[config.mk]
export PLATFORM = sky130hd
export DESIGN_NAME = aws_sequencer
export DESIGN_NICKNAME = d
export VERILOG_FILES = /design/src/hw/aws_pkg.sv /design/src/hw/aws_sequencer.sv
export VERILOG_INCLUDE_DIRS = /design/src /design/src/hw
export SDC_FILE = /design/constraint.sdc
export NUM_CORES = 1
export LEC_CHECK = 0
export BUFFER_PORTS_ARGS = -buffer_cell sky130_fd_sc_hd__buf_4
export CAP_MARGIN = 20
export CORE_MARGIN = 2
export CORE_UTILIZATION = 50
export CTS_CLUSTER_DIAMETER = 50
export DETAILED_ROUTE_END_ITERATION = 7
export PLACE_DENSITY = 0.75
export SLEW_MARGIN = 30
export SYNTH_ARGS = -nofsm -noshare
export SYNTH_HDL_FRONTEND = slang
export SYNTH_SLANG_ARGS = --single-unit
[constraint.sdc]
create_clock -name sys_clk_i -period 2.6 [get_ports sys_clk_i]
set_input_delay 0.52 -clock sys_clk_i [delete_from_list [all_inputs] [get_ports sys_clk_i]]
set_output_delay 0.52 -clock sys_clk_i [all_outputs]
set_load 0.1 [all_outputs]
[src/hw/aws_map.svh]
// register offsets, field positions, reset values and timing counts
// assumes: included by the design and by the package users, no logic here
`ifndef AWS_MAP_SVH
`define AWS_MAP_SVH

`define AWS_OFF_MODE0      32'h0000_0000
`define AWS_OFF_MODE1      32'h0000_0004
`define AWS_OFF_MODE2      32'h0000_0008
`define AWS_OFF_CHSEL      32'h0000_000C
`define AWS_OFF_LIMITS     32'h0000_0010
`define AWS_OFF_RESULT     32'h0000_0014
`define AWS_OFF_STATUS     32'h0000_0018

`define AWS_M0_POWER_BIT   0
`define AWS_M0_ACTIVE_BIT  7
`define AWS_M1_TRIGSEL_LSB 0
`define AWS_M2_WAKE_BIT    2
`define AWS_M2_RCHK_BIT    3
`define AWS_CH_SCAN_BIT    7
`define AWS_LIM_UPPER_LSB  16

`define AWS_RST_MODE1      8'h00
`define AWS_RST_UPPER      10'h3FF
`define AWS_RST_LOWER      10'h000

// power stabilisation wait in ns, then cycles at 50 ns, rounded up
`define AWS_STAB_NS        1000
`define AWS_CLK_NS         50
`define AWS_STAB_CYC       ((`AWS_STAB_NS + `AWS_CLK_NS - 1) / `AWS_CLK_NS)
`define AWS_SCAN_CHANNELS  4

`endif

[src/hw/aws_pkg.sv]
// types shared by the snooze conversion sequencer
// assumes: aws_map.svh holds all the numbers
package aws_pkg;

  typedef enum logic [2:0] {
    AWS_IDLE,
    AWS_STAB,
    AWS_CONV,
    AWS_JUDGE,
    AWS_AWAKE
  } aws_state_t;

  // request to the analog core and its answer
  typedef struct packed {
    logic       start;
    logic [4:0] channel;
  } aws_conv_req_t;

  typedef struct packed {
    logic       done;
    logic [9:0] code;
  } aws_conv_rsp_t;

endpackage : aws_pkg

[src/hw/aws_sequencer.sv]
// snooze wake sequencer for the converter, ahb-lite slave registers
// assumes: one clock from the high-speed oscillator, converter core
// answers each start with one done pulse, triggers are async pins
//
// Overview of operation
// - no result store when no interrupt
// - trigger in stop starts conversion unaided
// - trigger: request clock, wait, convert
// - trigger from event link or timer
// - interrupt only for result that passes the range check (inside limits, or outside with check select set)
// - select mode interrupt returns to normal
// - scan interrupt on any channel wakes
// - result failing the selected range check suppresses interrupt
// - select mode no interrupt drops clock
// - scan drops clock after fourth channel
// - stay armed for later triggers
// - results are ten-bit codes
// - active bit clears at conversion end
// - scan converts four channels in order
// - trigger mid-scan restarts from first
`timescale 1ns/1ps
`include "aws_map.svh"

module aws_sequencer #(
  parameter int STAB_CYC = `AWS_STAB_CYC
) (
  input  wire logic                  sys_clk_i,
  input  wire logic                  reset_i,
  input  wire logic                  hsel_i,
  input  wire logic [31:0]           haddr_i,
  input  wire logic [1:0]            htrans_i,
  input  wire logic                  hwrite_i,
  input  wire logic [2:0]            hsize_i,
  input  wire logic [31:0]           hwdata_i,
  input  wire logic                  hready_i,
  output logic      [31:0]           hrdata_o,
  output logic                       hreadyout_o,
  output logic                       hresp_o,
  input  wire logic                  event_link_trig_i,
  input  wire logic                  interval_timer_irq_i,
  input  wire aws_pkg::aws_conv_rsp_t conv_rsp_i,
  output aws_pkg::aws_conv_req_t     conv_req_o,
  output logic                       clock_request_o,
  output logic                       conversion_done_irq_o,
  output logic                       snooze_exit_o
);

  // ----------------------------------------------------------------
  // trigger synchronisers and edge detect
  // ----------------------------------------------------------------
  logic [1:0] elc_sync_q, itv_sync_q;
  logic       elc_last_q, itv_last_q;
  always_ff @(posedge sys_clk_i) begin
    if (reset_i) begin
      elc_sync_q <= 2'h0;
      itv_sync_q <= 2'h0;
      elc_last_q <= 1'b0;
      itv_last_q <= 1'b0;
    end else begin
      elc_sync_q <= {elc_sync_q[0], event_link_trig_i};
      itv_sync_q <= {itv_sync_q[0], interval_timer_irq_i};
      elc_last_q <= elc_sync_q[1];
      itv_last_q <= itv_sync_q[1];
    end
  end

  // ----------------------------------------------------------------
  // registers
  // ----------------------------------------------------------------
  logic       converter_power_on_q, converter_power_on_d;
  logic [7:0] converter_mode_reg_one_q, converter_mode_reg_one_d;
  logic       wakeup_conversion_enable_q, wakeup_conversion_enable_d;
  logic       range_check_select_q, range_check_select_d;
  logic [7:0] channel_select_reg_q, channel_select_reg_d;
  logic [9:0] result_upper_limit_q, result_upper_limit_d;
  logic [9:0] result_lower_limit_q, result_lower_limit_d;
  logic [9:0] conversion_result_word_q, conversion_result_word_d;
  logic       wr_pend_q, wr_pend_d;
  logic [4:0] wr_addr_q, wr_addr_d;
  logic [31:0] hrdata_q, hrdata_d;

  logic       conversion_active;
  aws_pkg::aws_state_t state_q, state_d;
  logic [1:0] slot_q, slot_d;

  wire logic [4:0] acc_addr = haddr_i[4:0];
  wire logic       bus_go   = hsel_i && hready_i && htrans_i[1];

  // trigger: interval timer when low selector bit clear, else event link
  wire logic trig_sel  = converter_mode_reg_one_q[`AWS_M1_TRIGSEL_LSB];
  wire logic trig_edge = trig_sel ? (elc_sync_q[1] && !elc_last_q)
                                  : (itv_sync_q[1] && !itv_last_q);
  wire logic armed = wakeup_conversion_enable_q
                  && converter_power_on_q;
  wire logic trig_ok = trig_edge && armed;
  wire logic scan_mode = channel_select_reg_q[`AWS_CH_SCAN_BIT];

  // range judge, check select picks inside or outside the limits
  wire logic [9:0] code = conv_rsp_i.code;
  wire logic in_lim = (code <= result_upper_limit_q)
                   && (code >= result_lower_limit_q);
  wire logic hit = range_check_select_q ? !in_lim : in_lim;

  always_comb begin
    converter_power_on_d       = converter_power_on_q;
    converter_mode_reg_one_d   = converter_mode_reg_one_q;
    wakeup_conversion_enable_d = wakeup_conversion_enable_q;
    range_check_select_d       = range_check_select_q;
    channel_select_reg_d       = channel_select_reg_q;
    result_upper_limit_d       = result_upper_limit_q;
    result_lower_limit_d       = result_lower_limit_q;
    wr_pend_d                  = bus_go && hwrite_i;
    wr_addr_d                  = acc_addr;
    hrdata_d                   = 32'h0000_0000;
    if (bus_go && !hwrite_i) begin
      unique case ({27'h000_0000, acc_addr})
        `AWS_OFF_MODE0: hrdata_d = {24'h00_0000, conversion_active,
                                    6'h00, converter_power_on_q};
        `AWS_OFF_MODE1: hrdata_d = {24'h00_0000, converter_mode_reg_one_q};
        `AWS_OFF_MODE2: hrdata_d = {28'h000_0000, range_check_select_q,
                                    wakeup_conversion_enable_q, 2'h0};
        `AWS_OFF_CHSEL: hrdata_d = {24'h00_0000, channel_select_reg_q};
        `AWS_OFF_LIMITS: hrdata_d = {6'h00, result_upper_limit_q,
                                     6'h00, result_lower_limit_q};
        `AWS_OFF_RESULT: hrdata_d = {22'h00_0000, conversion_result_word_q};
        `AWS_OFF_STATUS: hrdata_d = {29'h0000_0000, state_q};
        default: hrdata_d = 32'h0000_0000;
      endcase
    end
    if (wr_pend_q) begin
      unique case ({27'h000_0000, wr_addr_q})
        `AWS_OFF_MODE0: converter_power_on_d = hwdata_i[`AWS_M0_POWER_BIT];
        `AWS_OFF_MODE1: converter_mode_reg_one_d = hwdata_i[7:0];
        `AWS_OFF_MODE2: begin
          wakeup_conversion_enable_d = hwdata_i[`AWS_M2_WAKE_BIT];
          range_check_select_d       = hwdata_i[`AWS_M2_RCHK_BIT];
        end
        `AWS_OFF_CHSEL: channel_select_reg_d = hwdata_i[7:0];
        `AWS_OFF_LIMITS: begin
          result_upper_limit_d = hwdata_i[`AWS_LIM_UPPER_LSB +: 10];
          result_lower_limit_d = hwdata_i[9:0];
        end
        default: ;
      endcase
    end
  end

  // ----------------------------------------------------------------
  // snooze sequencer
  // ----------------------------------------------------------------
  logic [15:0] wait_q, wait_d;
  logic        hit_seen_q, hit_seen_d;
  logic        start_q, start_d;
  logic        irq_q, irq_d;
  logic        exit_q, exit_d;
  logic [4:0]  channel_q, channel_d;
  localparam logic [15:0] StabLast = 16'(STAB_CYC - 1);

  assign conversion_active = (state_q == aws_pkg::AWS_CONV);

  always_comb begin
    state_d    = state_q;
    slot_d     = slot_q;
    wait_d     = wait_q;
    hit_seen_d = hit_seen_q;
    start_d    = 1'b0;
    irq_d      = 1'b0;
    exit_d     = exit_q;
    conversion_result_word_d = conversion_result_word_q;
    unique case (state_q)
      aws_pkg::AWS_IDLE: begin
        exit_d = 1'b0;
        if (trig_ok) begin
          state_d    = aws_pkg::AWS_STAB;
          wait_d     = 16'h0000;
          slot_d     = 2'h0;
          hit_seen_d = 1'b0;
        end
      end
      aws_pkg::AWS_STAB: begin
        wait_d = wait_q + 16'h0001;
        if (wait_q == StabLast) begin
          state_d = aws_pkg::AWS_CONV;
          start_d = 1'b1;
        end
      end
      aws_pkg::AWS_CONV: begin
        if (trig_ok && scan_mode) begin
          slot_d  = 2'h0;
          start_d = 1'b1;
        end else if (conv_rsp_i.done) begin
          if (hit) begin
            conversion_result_word_d = code;
            irq_d      = 1'b1;
            hit_seen_d = 1'b1;
          end
          if (scan_mode && slot_q != 2'(`AWS_SCAN_CHANNELS - 1)) begin
            slot_d  = slot_q + 2'h1;
            start_d = 1'b1;
          end else begin
            state_d = aws_pkg::AWS_JUDGE;
          end
        end
      end
      aws_pkg::AWS_JUDGE: begin
        if (hit_seen_q) begin
          state_d = aws_pkg::AWS_AWAKE;
          exit_d  = 1'b1;
        end else begin
          state_d = aws_pkg::AWS_IDLE;
        end
      end
      aws_pkg::AWS_AWAKE: begin
        // normal mode until software drops the wake enable
        if (!wakeup_conversion_enable_q) begin
          state_d = aws_pkg::AWS_IDLE;
          exit_d  = 1'b0;
        end
      end
    endcase
    // registered so the channel never glitches beside the start pulse
    channel_d = channel_select_reg_d[4:0] + {3'h0, slot_d};
  end

  always_ff @(posedge sys_clk_i) begin
    if (reset_i) begin
      converter_power_on_q       <= 1'b0;
      converter_mode_reg_one_q   <= `AWS_RST_MODE1;
      wakeup_conversion_enable_q <= 1'b0;
      range_check_select_q       <= 1'b0;
      channel_select_reg_q       <= 8'h00;
      result_upper_limit_q       <= `AWS_RST_UPPER;
      result_lower_limit_q       <= `AWS_RST_LOWER;
      conversion_result_word_q   <= 10'h000;
      wr_pend_q                  <= 1'b0;
      wr_addr_q                  <= 5'h00;
      hrdata_q                   <= 32'h0000_0000;
      state_q                    <= aws_pkg::AWS_IDLE;
      slot_q                     <= 2'h0;
      wait_q                     <= 16'h0000;
      hit_seen_q                 <= 1'b0;
      start_q                    <= 1'b0;
      irq_q                      <= 1'b0;
      exit_q                     <= 1'b0;
      clock_request_o            <= 1'b0;
      channel_q                  <= 5'h00;
    end else begin
      converter_power_on_q       <= converter_power_on_d;
      converter_mode_reg_one_q   <= converter_mode_reg_one_d;
      wakeup_conversion_enable_q <= wakeup_conversion_enable_d;
      range_check_select_q       <= range_check_select_d;
      channel_select_reg_q       <= channel_select_reg_d;
      result_upper_limit_q       <= result_upper_limit_d;
      result_lower_limit_q       <= result_lower_limit_d;
      conversion_result_word_q   <= conversion_result_word_d;
      wr_pend_q                  <= wr_pend_d;
      wr_addr_q                  <= wr_addr_d;
      hrdata_q                   <= hrdata_d;
      state_q                    <= state_d;
      slot_q                     <= slot_d;
      wait_q                     <= wait_d;
      hit_seen_q                 <= hit_seen_d;
      start_q                    <= start_d;
      irq_q                      <= irq_d;
      exit_q                     <= exit_d;
      channel_q                  <= channel_d;
      clock_request_o <= (state_d != aws_pkg::AWS_IDLE)
                      && (state_d != aws_pkg::AWS_AWAKE);
    end
  end

  // channel: low five bits pick the channel, scan adds the slot
  assign conv_req_o.start   = start_q;
  assign conv_req_o.channel = channel_q;
  assign conversion_done_irq_o = irq_q;
  assign snooze_exit_o         = exit_q;
  assign hrdata_o              = hrdata_q;
  assign hreadyout_o           = 1'b1;
  assign hresp_o               = 1'b0;

  // ----------------------------------------------------------------
  // checks
  // ----------------------------------------------------------------
  a_trig_needs_arm: assert property (
    @(posedge sys_clk_i) disable iff (reset_i)
    (state_q == aws_pkg::AWS_IDLE && state_d == aws_pkg::AWS_STAB)
      |-> armed) else $error("trigger taken while not armed");
  a_clk_req_hold: assert property (
    @(posedge sys_clk_i) disable iff (reset_i)
    (state_q == aws_pkg::AWS_STAB) |=> clock_request_o)
    else $error("clock request dropped in sequence");
  a_no_irq_no_store: assert property (
    @(posedge sys_clk_i) disable iff (reset_i)
    !irq_q |-> $stable(conversion_result_word_q))
    else $error("result stored without interrupt");
  a_irq_in_range: assert property (
    @(posedge sys_clk_i) disable iff (reset_i)
    (conversion_active && conv_rsp_i.done && !hit) |=> !irq_q)
    else $error("interrupt for out of range");
  a_exit_after_hit: assert property (
    @(posedge sys_clk_i) disable iff (reset_i)
    (state_q == aws_pkg::AWS_JUDGE && hit_seen_q) |=> snooze_exit_o)
    else $error("no exit after interrupt");
  a_drop_no_hit: assert property (
    @(posedge sys_clk_i) disable iff (reset_i)
    (state_q == aws_pkg::AWS_JUDGE && !hit_seen_q) |=> !clock_request_o)
    else $error("clock kept without interrupt");
  a_stab_wait: assert property (
    @(posedge sys_clk_i) disable iff (reset_i)
    (state_q == aws_pkg::AWS_IDLE && state_d == aws_pkg::AWS_STAB)
      |=> !start_q [*1] ##0 (state_q == aws_pkg::AWS_STAB))
    else $error("conversion before wait");
  a_scan_restart: assert property (
    @(posedge sys_clk_i) disable iff (reset_i)
    (conversion_active && trig_ok && scan_mode)
      |=> slot_q == 2'h0 && start_q)
    else $error("scan not restarted");

endmodule : aws_sequencer

==> impl_metrics.yaml <==
worst_setup_path:
  worst_r2r_path_depth: 9
  worst-endpoint-required_ns: 2.85
  worst-r2r-setup-slack_ns: 0.17
  timing_worst_setup_path_type: "reg -> reg"
  timing.critical_path.from: "slot_q[0]$_SDFF_PP0_"
  path_max_fanout: 3
  crit-reg2reg-capture: "channel_q[1]$_SDFF_PP0_"
  cp_data_arrival_time_ns: 2.68
  crit_path_end_kind: "register"
  worstSetupStartpointType: "register"
  reg2reg_from: "slot_q[0]$_SDFF_PP0_"
cells_and_area:
  areaGrowthSynthToFinish_pct: 15.06
  layout.area.seq_mm2: 0.002242
  stdcell_count: 816
  layout_common_cells: "112 x dfxtp_1, 86 x buf_4, 67 x nand2_1"
  post_layout_util_pct: 59.08
  multi_input_area_mm2: 0.002756
  finalInstanceArea_mm2: 0.006100
  layout_filler_cell_count: 908
  most_common_cell_after_layout_fill_and_taps_aside: "dfxtp_1"
  antennaDiodeCount: 0
  finish.net_count: 787
  layout-drive-gt1-share_pct: 16.76
logic_synthesis:
  synth_top_flop_cell: "dfxtp_1"
  yosys_warnings: 0
  netlist_area_mm2: 0.005301
  synthCells: 615
  yosys.cell_types.count: 58
  syn_avg_cell_area_um2: 8.620
  fraction_of_the_yosys_area_taken_by_sequential_cells_pct: 42.29
  synth.ff_latch_count: 112
  synth_top_area_cell: "dfxtp_1"
  synth_edf_count: 0
  post-synth-top-area-fraction_pct: 42.29
  async_reset_ff_share_pct: 0
  yosys-top-cells-area: "dfxtp_1 42%, ha_1 5.7%, mux2i_1 5.7%"
pwr:
  ir_drop_mv: 0.3671
  report.power.total_mw: 2.984
  power.density_cell_area_mw_per_mm2: 489.2
  static-leakage-power_nw: 2.645
sta:
  setup_ws_ns: 0.1684
  max_freq_mhz: 411.3
  holdWs_ns: 0.3624
  setup-tns-final_ns: 0
  clock_skews_ns: 0.01088
  final_hold_violation_count: 0
  max-slew-margin-rel_pct: 44.01
  drv_slew: 0
  period_share_pct: 93.52
  rsz_0062_raised_after_global_routing: "false"
  worst-slew-pin-transition_ns: 0.8399
  setup-violations-final: 0
  layout_min_cycle_time_ns: 2.432
routing:
  avgViaCountPerCell: 5.426
  num_vias: 4428
  route.detailed.drc: 0
  drt_pre_antenna_iters: 5
  ant_nets: 0
  drt_first_iter_violations: 183
  routed_wirelength_mm: 12.16
  routed_wire_length_per_instance_um: 14.90
placed_design:
  buffer_ports.inserted: 72
  placed_cells: 800
  post_place_worst_slack_ns: 0.01369
  finalWeightedCongestion: 0.8665
  postPlaceCellArea_mm2: 0.005904
  post-dp-hpwl_mm: 8.888
global_routing:
  wire_length_of_the_first_global_routing_pass_mm: 19.65
  grt.total_usage_pct: 21.44
  number_of_antenna_violations_at_the_first_check_in_global_routing: 0
  pin_count_of_the_biggest_net_entering_global_routing: 69
  global_route.overflow_total: 0
  first_global_vias: 4259
clock_tree:
  clock_latency_late_sink_ns: 0.36
  hold_buffers: 0
  tritoncts.num_buffers: 9
  ctsRootBufferMaster: "clkbuf_8"
  cts_max_level: 3
  numClockSinks: 112
  cts_tree: "yes"
  clk_pin_slew_ns: 0.11
  clk_path_buf_depth: 2
min_path:
  hold_path_startpoint: "hwdata_i[21]"
  min_delay_path_depth: 3
  timing.hold.worst_endpoint: "result_upper_limit_q[5]$_SDFFE_PP1P_"
  hold_path.class: "in -> reg"
die:
  die_area_mm2: 0.01144
  floorplan.core_area_mm2: 0.01032
  floorplan.initialDensity_pct: 51.35
  die_height_um: 107.0
  design.portCount: 130
  floorplan.die.width_um: 107.0
  row_count: 37
job:
  max-cap-violations: 0
status:
  run_status: "finished clean"
==> how the worst max path moves through the flow <==
stage,endpoint,slack [ns],cells past startpoint
floorplan,channel_q[1]$_SDFF_PP0_,0.32,8
global placement,conversion_result_word_q[7]$_SDFFE_PP0P_,0.05,9
detailed placement,conversion_result_word_q[3]$_SDFFE_PP0P_,0.01,9
CTS,channel_q[4]$_SDFF_PP0_,0.12,10
global route,channel_q[4]$_SDFF_PP0_,0.02,11
finish,channel_q[1]$_SDFF_PP0_,0.17,9
==> critical path: stages (launching register included) <==
cell     delay, ns
dfxtp_1       0.35
ha_1          0.24
nor2b_1       0.17
nand2_1       0.08
or4_1         0.41
mux2i_1       0.14
a22o_1        0.18
ha_1          0.19
fa_1          0.43
nor2b_1       0.15
==> where the power goes <==
part	total [mW]	switching (mW)	internal, mW	leakage [nW]
clock network	0.994	0.587	0.407	0.0882
logic	0.261	0.178	0.0830	1.65
registers	1.73	0.00554	1.72	0.905
==> routing by layer <==
| layer | global-route usage (%) | wire [um] | vias up | part of all wire [%] |
|---|---|---|---|---|
| met5 | 0 | 0 | - | 0 |
| li1 | - | - | 2205 | - |
| met4 | 8.071 | 245 | 0 | 2.0 |
| met2 | 37.53 | 6031 | 121 | 50 |
| met3 | 2.918 | 477 | 23 | 3.9 |
| met1 | 26.80 | 5406 | 2079 | 44 |
==> kinds of logic after synthesis <==
group	count (synthesis)	share of synthesized area, %
mux	32	6.089
buf+inv	74	6.632
flops	112	42.29
compound gates	111	13.19
fa+ha+maj	25	6.042
simple gates	255	24.95
xor+xnor	4	0.6610
other cells	2	0.1417
==> synthesized netlist by cell type (18+ instances only) <==
library cell	count
mux2i_1	30
nand2b_1	25
and3_1	18
dfxtp_1	112
clkbuf_1	25
nor2_1	61
nor2b_1	23
a21oi_1	43
nand2_1	67
inv_1	25
ha_1	24
==> final cells by class <==
cell class / count / area share [%]
inverters: 25 / 1.538
clock buffers: 11 / 2.482
multi-input cells: 441 / 45.19
well taps: 136 / 2.790
flip-flops and latches: 112 / 36.76
repair buffers: 86 / 10.58
clock inverters: 5 / 0.6564
==> registers in the layout (all words and copies together) (netlist names), 2 cells and up <==
| signal | cells |
|---|---|
| channel_q | 5 |
| itv_sync_q | 2 |
| converter_mode_reg_one_q | 8 |
| slot_q | 2 |
| result_lower_limit_q | 10 |
| wr_addr_q | 5 |
| conversion_result_word_q | 10 |
| elc_sync_q | 2 |
| channel_select_reg_q | 8 |
| result_upper_limit_q | 10 |
| state_q | 3 |
| hrdata_o | 20 |
| wait_q | 16 |
==> repair_timing <==
action                                  4_1_cts  5_1_grt
gates resized for setup                       0        1
setup buffers                                 0        0
endpoints found under the setup margin        0        1
Power figures use the tool's default switching activity.
